`config.mk`:
```
export PLATFORM = sky130hd
export DESIGN_NAME = rgd_regs
export DESIGN_NICKNAME = d
export VERILOG_FILES = /design/src/rtl/rgd_pkg.sv /design/src/rtl/rgd_regs.sv
export VERILOG_INCLUDE_DIRS = /design/src /design/src/rtl
export SDC_FILE = /design/constraint.sdc
export NUM_CORES = 2
export LEC_CHECK = 0
export BUFFER_PORTS_ARGS = -buffer_cell sky130_fd_sc_hd__buf_2
export CAP_MARGIN = 20
export CORE_MARGIN = 2
export CORE_UTILIZATION = 56
export CTS_CLUSTER_DIAMETER = 50
export CTS_CLUSTER_SIZE = 10
export DETAILED_ROUTE_END_ITERATION = 7
export PLACE_DENSITY = 0.76
export SYNTH_ARGS = -nofsm -noshare
export SYNTH_HDL_FRONTEND = slang
export SYNTH_SLANG_ARGS = --single-unit
```
`constraint.sdc`:
```
create_clock -name aclk -period 8.37 [get_ports aclk]
set_input_delay 1.2555 -clock aclk [delete_from_list [all_inputs] [get_ports aclk]]
set_output_delay 1.2555 -clock aclk [all_outputs]
set_load 0.02 [all_outputs]
```
`src/rtl/rgd_cfg.svh`:
```
`ifndef RGD_CFG_SVH
`define RGD_CFG_SVH

// Byte offsets inside the 4 KB register page
`define RGD_OFF_GSR_BASE 12'he00
`define RGD_OFF_IRQ_BASE 12'he80
`define RGD_OFF_AFF 12'hfa8
`define RGD_OFF_ARCH 12'hfbc
`define RGD_OFF_IDR 12'hfc8
`define RGD_OFF_CID3 12'hffc

// Upper address bits that select the group status and interrupt windows
`define RGD_WIN_GSR 5'h1c
`define RGD_WIN_IRQ 5'h1d

// Group size and derived counts
`define RGD_NUM_RECORDS 96
`define RGD_GSR_BITS 64
`define RGD_GSR_MAX 16
`define RGD_IRQ_SLOTS 16
`define RGD_IRQ_STATUS_SLOT 4'hf

// Fixed field values
`define RGD_PREAMBLE_THREE 8'hb1
`define RGD_FIELD_VALID 8'h80
`define RGD_FIELD_INVALID 8'h00
`define RGD_ARCH_REVISION 4'h0
`define RGD_ARCH_VERSION 4'h0

// Bit positions
`define RGD_AFF_ZERO_VALID_BIT 31
`define RGD_AFF_U_BIT 30
`define RGD_AFF_THREAD_BIT 24
`define RGD_ARCH_PRESENT_BIT 20
`define RGD_IRQ_FHI_BIT 0
`define RGD_IRQ_FHIERR_BIT 1
`define RGD_IRQ_ERI_BIT 2
`define RGD_IRQ_ERIERR_BIT 3

// Reset values
`define RGD_RST_SLOT 64'h0
`define RGD_RST_WORD 32'h0

// AXI responses
`define RGD_RESP_OKAY 2'h0
`define RGD_RESP_DECERR 2'h3

`endif

```
`src/rtl/rgd_pkg.sv`:
```
package rgd_pkg;

	typedef enum logic [1:0] {
		RGD_LAYOUT_L0,
		RGD_LAYOUT_L1,
		RGD_LAYOUT_L2,
		RGD_LAYOUT_L3
	} rgd_layout_t;

	typedef enum {
		RGD_REG_NONE,
		RGD_REG_GSR,
		RGD_REG_IRQ,
		RGD_REG_AFF,
		RGD_REG_ARCH,
		RGD_REG_IDR,
		RGD_REG_CID3
	} rgd_region_t;

	typedef struct packed {
		rgd_region_t region;
		logic [3:0] index;
		logic hi;
	} rgd_decode_t;

endpackage

```
`src/rtl/rgd_regs.sv`:
```
// Our own choice: the AXI4-Lite slave port.
`timescale 1ns/100ps
`include "rgd_cfg.svh"

// How it works
// - Preamble word reads 0xB1, ignores writes
// - Identification word reads zero when scheme absent
// - Affinity copy present only when group tied
// - Level-0 layout places four affinity bytes
// - Bit 31 flags level-zero affinity valid
// - Uniprocessor and interdependence bits, level zero
// - Level-3 layout bits 23:16 read 0x80
// - Level-2/3 bits 15:8 flag level two
// - Level-1/2/3 bits 7:0 flag level one
// - Architecture word present when enabled, bit 20; reads zero when absent
// - Architect field holds fixed designer code
// - Revision and version fields read zero
// - Low twelve bits hold fixed part code
// - Group status bit is record valid flag ANDed with summary support
// - Absent or unsupported records read zero
// - Record count reports highest index plus one
// - Sixteen 64-bit read/write interrupt slots
// - Recommended layout: status word in slot 15
module rgd_regs #(
	parameter bit CID_PRESENT = 1'b1,
	parameter bit AFF_PRESENT = 1'b1,
	parameter rgd_pkg::rgd_layout_t AFF_LAYOUT = rgd_pkg::RGD_LAYOUT_L0,
	parameter bit ARCH_PRESENT = 1'b1,
	// Arbitrary designer code
	parameter logic [10:0] ARCH_DESIGNER = 11'h15a,
	// Arbitrary part code
	parameter logic [11:0] ARCH_PART = 12'h5c3,
	parameter bit IRQ_PRESENT = 1'b1,
	parameter bit IRQ_RECOMMENDED = 1'b1
) (
	// Clock, reset, enable
	input wire logic aclk,
	input wire logic aresetn,
	input wire logic ce,
	// AXI4-Lite write address
	input wire logic awvalid,
	output logic awready,
	input wire logic [11:0] awaddr,
	// AXI4-Lite write data
	input wire logic wvalid,
	output logic wready,
	input wire logic [31:0] wdata,
	input wire logic [3:0] wstrb,
	// AXI4-Lite write response
	output logic bvalid,
	input wire logic bready,
	output logic [1:0] bresp,
	// AXI4-Lite read address
	input wire logic arvalid,
	output logic arready,
	input wire logic [11:0] araddr,
	// AXI4-Lite read data
	output logic rvalid,
	input wire logic rready,
	output logic [31:0] rdata,
	output logic [1:0] rresp,
	// Processor affinity
	input wire logic [7:0] affinity_level_zero,
	input wire logic [7:0] affinity_level_one,
	input wire logic [7:0] affinity_level_two,
	input wire logic [7:0] affinity_level_three,
	input wire logic level_zero_valid_flag,
	input wire logic affinity_level_one_valid,
	input wire logic affinity_level_two_valid,
	input wire logic uniprocessor_flag,
	input wire logic threaded_interdependence_flag,
	// Error records
	input wire logic [`RGD_NUM_RECORDS-1:0] record_valid,
	input wire logic [`RGD_NUM_RECORDS-1:0] record_summary_support,
	// Interrupt write engine
	input wire logic fhi_write_busy,
	input wire logic eri_write_busy,
	input wire logic fhi_write_error,
	input wire logic eri_write_error,
	output logic [127:0] fault_handling_irq_config,
	output logic [127:0] error_recovery_irq_config
);
	import rgd_pkg::*;

	localparam int GSR_COUNT = (`RGD_NUM_RECORDS + `RGD_GSR_BITS - 1) / `RGD_GSR_BITS;
	localparam int SUM_BITS = `RGD_GSR_MAX * `RGD_GSR_BITS;

	function automatic rgd_decode_t decode(input logic [11:0] addr);
		rgd_decode_t d;
		d.region = RGD_REG_NONE;
		d.index = addr[6:3];
		d.hi = addr[2];
		if (addr[11:7] == `RGD_WIN_GSR) begin
			if (32'(addr[6:3]) < GSR_COUNT) begin
				d.region = RGD_REG_GSR;
			end
		end else if (addr[11:7] == `RGD_WIN_IRQ) begin
			d.region = RGD_REG_IRQ;
		end else if (addr[11:3] == `RGD_OFF_AFF >> 3) begin
			d.region = RGD_REG_AFF;
		end else if (addr == `RGD_OFF_ARCH) begin
			d.region = RGD_REG_ARCH;
		end else if (addr == `RGD_OFF_IDR) begin
			d.region = RGD_REG_IDR;
		end else if (addr == `RGD_OFF_CID3) begin
			d.region = RGD_REG_CID3;
		end
		return d;
	endfunction

	function automatic logic [31:0] merge(input logic [31:0] old, input logic [31:0] din, input logic [3:0] strb);
		logic [31:0] r;
		r = old;
		for (int b = 0; b < 4; b++) begin
			if (strb[b]) begin
				r[b*8 +: 8] = din[b*8 +: 8];
			end
		end
		return r;
	endfunction

	// Group status summary, padded with zeros up to the full window
	logic [SUM_BITS-1:0] summary;

	genvar g;
	generate
		for (g = 0; g < SUM_BITS; g++) begin : g_sum
			if (g < `RGD_NUM_RECORDS) begin : g_rec
				assign summary[g] = record_valid[g] & record_summary_support[g];
			end else begin : g_pad
				assign summary[g] = 1'b0;
			end
		end
	endgenerate

	// Affinity copy
	logic [63:0] aff_word;

	always_comb begin
		aff_word = 64'h0;
		if (AFF_PRESENT) begin
			aff_word[39:32] = affinity_level_three;
			case (AFF_LAYOUT)
				RGD_LAYOUT_L0: begin
					aff_word[23:16] = affinity_level_two;
					aff_word[15:8] = affinity_level_one;
					aff_word[7:0] = affinity_level_zero;
					aff_word[`RGD_AFF_ZERO_VALID_BIT] = level_zero_valid_flag;
					// Undefined when level zero invalid; driven as zero
					aff_word[`RGD_AFF_U_BIT] = level_zero_valid_flag & uniprocessor_flag;
					aff_word[`RGD_AFF_THREAD_BIT] = level_zero_valid_flag & threaded_interdependence_flag;
				end
				RGD_LAYOUT_L1: begin
					aff_word[23:16] = affinity_level_two;
					aff_word[15:8] = affinity_level_one;
					aff_word[7:0] = affinity_level_one_valid ? `RGD_FIELD_VALID : `RGD_FIELD_INVALID;
				end
				RGD_LAYOUT_L2: begin
					aff_word[23:16] = affinity_level_two;
					aff_word[15:8] = affinity_level_two_valid ? `RGD_FIELD_VALID : `RGD_FIELD_INVALID;
					aff_word[7:0] = affinity_level_one_valid ? `RGD_FIELD_VALID : `RGD_FIELD_INVALID;
				end
				RGD_LAYOUT_L3: begin
					aff_word[23:16] = `RGD_FIELD_VALID;
					aff_word[15:8] = affinity_level_two_valid ? `RGD_FIELD_VALID : `RGD_FIELD_INVALID;
					aff_word[7:0] = affinity_level_one_valid ? `RGD_FIELD_VALID : `RGD_FIELD_INVALID;
				end
				default: begin
					aff_word = 64'h0;
				end
			endcase
		end
	end

	// Architecture identity
	logic [31:0] arch_word;

	always_comb begin
		arch_word = 32'h0;
		if (ARCH_PRESENT) begin
			arch_word[31:21] = ARCH_DESIGNER;
			arch_word[`RGD_ARCH_PRESENT_BIT] = 1'b1;
			arch_word[19:16] = `RGD_ARCH_REVISION;
			arch_word[15:12] = `RGD_ARCH_VERSION;
			arch_word[11:0] = ARCH_PART;
		end
	end

	// Interrupt configuration storage
	logic [63:0] irq_slot [`RGD_IRQ_SLOTS];
	logic fhi_err;
	logic eri_err;
	logic [63:0] irq_status;

	always_comb begin
		irq_status = 64'h0;
		irq_status[`RGD_IRQ_FHI_BIT] = fhi_write_busy;
		irq_status[`RGD_IRQ_FHIERR_BIT] = fhi_err;
		irq_status[`RGD_IRQ_ERI_BIT] = eri_write_busy;
		irq_status[`RGD_IRQ_ERIERR_BIT] = eri_err;
	end

	assign fault_handling_irq_config = {irq_slot[1], irq_slot[0]};
	assign error_recovery_irq_config = {irq_slot[3], irq_slot[2]};

	// Write channel
	logic aw_held;
	logic [11:0] aw_addr;
	logic w_held;
	logic [31:0] w_data;
	logic [3:0] w_strb;
	logic do_write;
	rgd_decode_t wdec;

	assign awready = ce & ~aw_held & ~bvalid;
	assign wready = ce & ~w_held & ~bvalid;
	assign do_write = ce & aw_held & w_held & ~bvalid;
	assign wdec = decode(aw_addr);

	always_ff @(posedge aclk) begin
		if (!aresetn) begin
			aw_held <= 1'b0;
			aw_addr <= 12'h0;
		end else if (ce) begin
			if (awvalid && awready) begin
				aw_held <= 1'b1;
				aw_addr <= awaddr;
			end else if (do_write) begin
				aw_held <= 1'b0;
			end
		end
	end

	always_ff @(posedge aclk) begin
		if (!aresetn) begin
			w_held <= 1'b0;
			w_data <= `RGD_RST_WORD;
			w_strb <= 4'h0;
		end else if (ce) begin
			if (wvalid && wready) begin
				w_held <= 1'b1;
				w_data <= wdata;
				w_strb <= wstrb;
			end else if (do_write) begin
				w_held <= 1'b0;
			end
		end
	end

	always_ff @(posedge aclk) begin
		if (!aresetn) begin
			bvalid <= 1'b0;
			bresp <= `RGD_RESP_OKAY;
		end else if (ce) begin
			if (do_write) begin
				bvalid <= 1'b1;
				// Writes to read-only words are accepted and dropped
				bresp <= (wdec.region == RGD_REG_NONE) ? `RGD_RESP_DECERR : `RGD_RESP_OKAY;
			end else if (bready) begin
				bvalid <= 1'b0;
			end
		end
	end

	logic slot_write;
	assign slot_write = do_write & IRQ_PRESENT & (wdec.region == RGD_REG_IRQ);

	always_ff @(posedge aclk) begin
		if (!aresetn) begin
			for (int i = 0; i < `RGD_IRQ_SLOTS; i++) begin
				irq_slot[i] <= `RGD_RST_SLOT;
			end
		end else if (ce) begin
			if (slot_write) begin
				irq_slot[wdec.index][wdec.hi*32 +: 32] <=
					merge(irq_slot[wdec.index][wdec.hi*32 +: 32], w_data, w_strb);
			end
		end
	end

	// Error flags of the status word; a new error beats a clear in the same cycle
	logic status_clear;
	assign status_clear = slot_write & IRQ_RECOMMENDED & (wdec.index == `RGD_IRQ_STATUS_SLOT) & ~wdec.hi & w_strb[0];

	always_ff @(posedge aclk) begin
		if (!aresetn) begin
			fhi_err <= 1'b0;
		end else if (ce) begin
			if (fhi_write_error) begin
				fhi_err <= 1'b1;
			end else if (status_clear && w_data[`RGD_IRQ_FHIERR_BIT]) begin
				fhi_err <= 1'b0;
			end
		end
	end

	always_ff @(posedge aclk) begin
		if (!aresetn) begin
			eri_err <= 1'b0;
		end else if (ce) begin
			if (eri_write_error) begin
				eri_err <= 1'b1;
			end else if (status_clear && w_data[`RGD_IRQ_ERIERR_BIT]) begin
				eri_err <= 1'b0;
			end
		end
	end

	// Read channel
	rgd_decode_t rdec;
	logic [31:0] read_word;
	logic [63:0] slot_view;

	assign arready = ce & ~rvalid;
	assign rdec = decode(araddr);

	always_comb begin
		if (IRQ_RECOMMENDED && rdec.index == `RGD_IRQ_STATUS_SLOT) begin
			slot_view = irq_status;
		end else begin
			slot_view = irq_slot[rdec.index];
		end
	end

	// Reads are pure muxing, so no stored state changes on a read
	always_comb begin
		read_word = `RGD_RST_WORD;
		case (rdec.region)
			RGD_REG_GSR: begin
				read_word = summary[{rdec.index, rdec.hi, 5'h0} +: 32];
			end
			RGD_REG_IRQ: begin
				if (IRQ_PRESENT) begin
					read_word = slot_view[rdec.hi*32 +: 32];
				end
			end
			RGD_REG_AFF: begin
				read_word = aff_word[rdec.hi*32 +: 32];
			end
			RGD_REG_ARCH: begin
				read_word = arch_word;
			end
			RGD_REG_IDR: begin
				read_word = {16'h0, 16'(`RGD_NUM_RECORDS)};
			end
			RGD_REG_CID3: begin
				if (CID_PRESENT) begin
					read_word = {24'h0, `RGD_PREAMBLE_THREE};
				end
			end
			default: begin
				read_word = `RGD_RST_WORD;
			end
		endcase
	end

	always_ff @(posedge aclk) begin
		if (!aresetn) begin
			rvalid <= 1'b0;
			rdata <= `RGD_RST_WORD;
			rresp <= `RGD_RESP_OKAY;
		end else if (ce) begin
			if (arvalid && arready) begin
				rvalid <= 1'b1;
				rdata <= read_word;
				rresp <= (rdec.region == RGD_REG_NONE) ? `RGD_RESP_DECERR : `RGD_RESP_OKAY;
			end else if (rready) begin
				rvalid <= 1'b0;
			end
		end
	end

endmodule

```
=== Word-level counts from Yosys, hierarchy flattened ===
Memory sizes are Yosys's and may differ from the RTL's. A register that Yosys moved wholly into a read port is not among the register bits.
Index checks and enable logic that the tools add are counted.

* Register bits after elaboration: 90
* Bits in writable memories: 1024
* Bits of input ports: 301
* Output and inout port bits: 297
* Memories: 1

* Add/sub/neg operators: 1
* $lt $le $gt $ge: 2
* Eq/ne operators: 21
* Shift-type cells: 6
* Muxes and demuxes: 55
* Bitwise gates (word level): 115
* Reduce and logical (&&, ||, !) cells: 24

{| class="wikitable"
|+ Memory list
! name !! depth !! width !! read ports !! clocked after memory_dff !! wr ports !! RTL line !! text
|-
| irq_slot || 16 || 64 || 6 || 1 || 16 || rgd_regs.sv:190 || <nowiki>logic [63:0] irq_slot [`RGD_IRQ_SLOTS];</nowiki>
|}

{| class="wikitable"
|+ Operators by type and width
! kind !! count
|-
| 1024-bit by 11-bit indexed part select with 32-bit output || 1
|-
| 64-bit two-way mux || 4
|-
| 32-bit case mux with 6 select lines || 1
|-
| 64-bit by 7-bit indexed part select with 32-bit output || 3
|-
| 32-bit by 3-bit equality test with 1-bit output (second input constant) || 4
|-
| 8-bit two-way mux || 16
|-
| 1-bit bitwise AND || 110
|-
| 12-bit equality test (second input constant) || 6
|-
| 32-bit by 2-bit equality test with 1-bit output (second input constant) || 2
|-
| 32-bit zero test || 2
|-
| 32-bit two-way mux || 2
|-
| 64-bit OR reduction || 1
|-
| 32-bit by 34-bit variable shift with 64-bit output (first input constant) || 1
|-
| 32-bit by 34-bit indexed part select with 64-bit output || 1
|-
| 6-bit negator with 34-bit output || 1
|-
| 32-bit by 1-bit equality test with 1-bit output (second input constant) || 1
|-
| 3-bit two-way mux || 10
|-
| 5-bit equality test (second input constant) || 4
|-
| 2-bit AND reduction || 10
|-
| 9-bit equality test (second input constant) || 2
|-
| 1-bit two-way mux || 17
|-
| 4-bit two-way mux || 3
|-
| 2-bit nonzero test || 6
|-
| 4-bit equality test (second input constant) || 2
|-
| other kinds (4) || 14
|}

=== Depth between registers and ports, before layout ===
* Depth after elaboration: 15
* Mapped depth: 11
* Depth with buffers taken out: 6

=== Worst setup path after synthesis ===
OpenSTA, ideal clock, no wires.

* Path type: input -> register
* From: in ce
* To: mem irq_slot[15][32] (enable)
* Setup time: 0.389 ns
* Arrival time: 3.504 ns
* Data required time: 7.981 ns
* Setup slack: 4.477 ns
* Cell stages on the path: 7
* Path buffers: 3
* Path through: clkbuf_1 nand4b_1 a211oi_2 or4b_1 clkbuf_1 buf_2 nand2_1

{| class="wikitable"
|+ RTL lines
! item !! RTL line !! text
|-
| start, declared || rgd_regs.sv:39 || <nowiki>input wire logic ce,</nowiki>
|-
| end, declared || rgd_regs.sv:190 ||
|}

==> metrics.txt <==
synth top area cells=edfxtp_1, mux4_2, nor2_1; Final period util=74.4%; largest area contributor in the netlist=edfxtp_1; power per cell area=approximately 210 nW/um^2; Most Frequent Cell on Critical Path=buf_4; fraction of layout cells with a size suffix above 1=approximately 33%; static leakage=between 0.02 and 0.025 uW; final RePlAce weighted congestion=roughly 1.0; grt met1 use=between 50 and 60%; worst-skew pair later-pin latency=roughly 0.8 ns; r2r startpoint=aw_addr[2]; Root Buffer=clkbuf_16; min Tclk post-route=6.23 ns; die outline area=around 110000 sq um; pin count of the biggest net entering global routing=129; final global-route overflow total=0; Yosys cell types=68; count of routing violations after the opening detailed-route iteration=around 8800; initial core utilization=a little under three fifths; final WL=roughly 220 mm; CTS max path bufs=3; hold-fix buffers at CTS=0; total standard cell area after synthesis=57500 sq um; cell row count=about 120; DRC=0; post-synthesis async set-or-reset flop share=0%; HPWL after DPL=roughly 140 mm; sequential fraction of the synthesis area=56.7%; max incr delay on CP=a little under 0.9 ns; deepest level of the CTS H-tree=4; fmax=between 0.15 and 0.2 GHz; Clk pin slew, worst setup/hold paths=roughly 0.05 ns; leading cell type in the layout, fill and taps excluded=nor2_1; Worst Reg-to-Reg Cells=10; CTS tree=yes; critical path required time=between 8 and 9 ns; slowest library cell on the worst path=a211oi_4; Relative slew margins=23.2%; type of the most critical hold path=flip-flop to flip-flop; Final ANT Viol Nets=0; number of gates resized after CTS=0; post-synth top area share=between 50 and 60%; yosys warns=0; Overall Global Routing Usage=42.2%; number of nets produced by synthesis=~4500; setup repair after global routing missed its margin=false; Post-synth EDFFs=~1000; Vias per Instance=about 7; Max-cap violations=0; worst-case register-to-register setup slack=~2.1 ns; Total Negative Setup Slacks=0 ns; largest clock skew in the final design=around 0.04 ns; Filler Cells Inserted=approximately 7100; number of setup violations in the final report=0; post-synthesis register bit count=1116; Critical Path End=irq_slot[11][23]; Startpoint Class=flip-flop; Worst Path Max Fanout=26; Setup crit start=aw_addr[2]; Setup Crit Path Kind=flip-flop to flip-flop; critical register-to-register path endpoint=irq_slot[11][23]; commonest cells after routing, fill and taps aside=nor2_1, edfxtp_1, buf_2; ordered list of cells on the worst path=buf_4, nor3_1, a21o_1, a22o_1, a211oi_4, buf_4, nand4_1, buf_4, nand2_2, buf_4; first-pass GRT wire length=313 mm; run status=finished clean; vertical die dimension=approximately 320 um; final number of max-transition violations=0; antenna violations before repair=15; final hold vios=0; routing usage on met3=roughly a fifth; DIE WIDTH=approximately 320 um; actual transition at the worst max-transition pin=1.15 ns; Power Total=13900 uW; Post-CTS Repair Setup Buffers=0; fin nets=about 5000; number of global-route vias before repair=43500; most used routing layer in global routing=met2; kind of cell with the highest combined delay on the critical path=buffers and inverters; buffers plus inverters on the worst setup path=4; average cell area after synthesis=between 10 and 15 sq um; logic depth of the worst setup path including buffers=10; routed len/inst=between 30 and 40 um; maximum VDD drop=~0.19 mV; ys flop type=edfxtp_1; cts bufs inserted=142; CTS sink count=~1100; Floorplan Core Area=roughly 100000 sq um; capturing element type of the critical path=flip-flop; Arr. time, crit path=about 6.6 ns; IO Count=between 500 and 600; synthesized instance count=about 4200; First-pass DRT Iterations=8; layout overhead on the synthesized area=14.4%; total number of vias=~44000; met2 routing resource usage after global routing=about three fifths; Port Buffer Count=between 500 and 600
==> worst min-delay path by stage <==
stage                 from     endpoint  cells past startpoint
2_1_floorplan  aw_addr[11]  aw_addr[11]                      2
6_report         w_strb[0]    w_strb[0]                      2
5_1_grt          w_strb[0]    w_strb[0]                      2
4_1_cts        aw_addr[10]  aw_addr[10]                      2
3_3_place_gp   aw_addr[10]  aw_addr[10]                      2
3_5_place_dp   aw_addr[10]  aw_addr[10]                      2
==> where the power goes <==
group / internal [uW] / switching (uW) / leakage [uW]
Sequential: 6260 / 136 / 0.0113
Clock: 3350 / 2430 / 0.00206
Combinational: 588 / 1090 / 0.00982
==> Yosys cell counts, drive strengths merged (11+ instances only) <==
library cell / instances
a211oi: 15
a21oi: 153
a221oi: 11
a222oi: 12
a22oi: 13
a31oi: 39
a32oi: 12
and3: 28
buf: 206
clkbuf: 229
dfxtp: 92
edfxtp: 1024
inv: 11
mux2i: 109
mux4: 557
nand2: 306
nand3: 82
nand4: 28
nor2: 1090
nor2b: 11
o211ai: 16
o21ai: 50
o221ai: 15
==> per-stage QoR <==
stage	hold WS [ns]	cells	setup slack [ns]	cell area, sq um	util, %
after global routing	0.473	6139	2.36	65800	64.7
after detailed placement	0.446	5897	2.62	61400	60.4
after floorplan	0.432	4220	4.48	57500	-
after global placement	0.440	5897	2.74	61400	60.4
final	0.457	6142	2.14	65800	64.7
after CTS	0.452	6132	2.59	65700	64.6
==> metal layers <==
metal  vias up  share of wire [%]
met2      4735                 43
met5         -               0.14
li1      17000                  -
met3      1030                 19
met1     21500                 30
met4        15                7.4
==> logic make-up (layout without fill, tap and decap cells) <==
| logic type | count (synthesis) | count (layout) | share of synthesized area [%] |
|---|---|---|---|
| compound gates | 383 | 383 | 4.47 |
| buf+inv | 448 | 994 | 3.77 |
| flops | 1116 | 1116 | 56.7 |
| mux | 671 | 671 | 23.8 |
| other cells | 0 | 8 | 0 |
| simple gates | 1602 | 1602 | 11.2 |
==> cell type report <==
class,instances,area (sq um),area share [%]
clock buffer,201,3880,5.90
antenna,8,20.0,0.0304
clock inverter,34,418,0.635
tap,1368,1710,2.60
timing repair buffer,746,4200,6.39
multi-input combinational,2656,22900,34.8
inverter,13,51.3,0.0780
sequential,1116,32600,49.6
==> registers in the layout, summed over array words and instances, names as in the netlist, 4 cells and up, named ones only <==
name and cells:
w_strb 4, w_data 32, aw_addr 12, irq_slot 1024, rdata 32
==> worst min-delay path, cell delays in order, from the launching register on <==
cell and delay (ns):
dfxtp_1 0.30, nand2_1 0.05, a21oi_1 0.05
No activity file was read; power rests on OpenSTA's default activity.
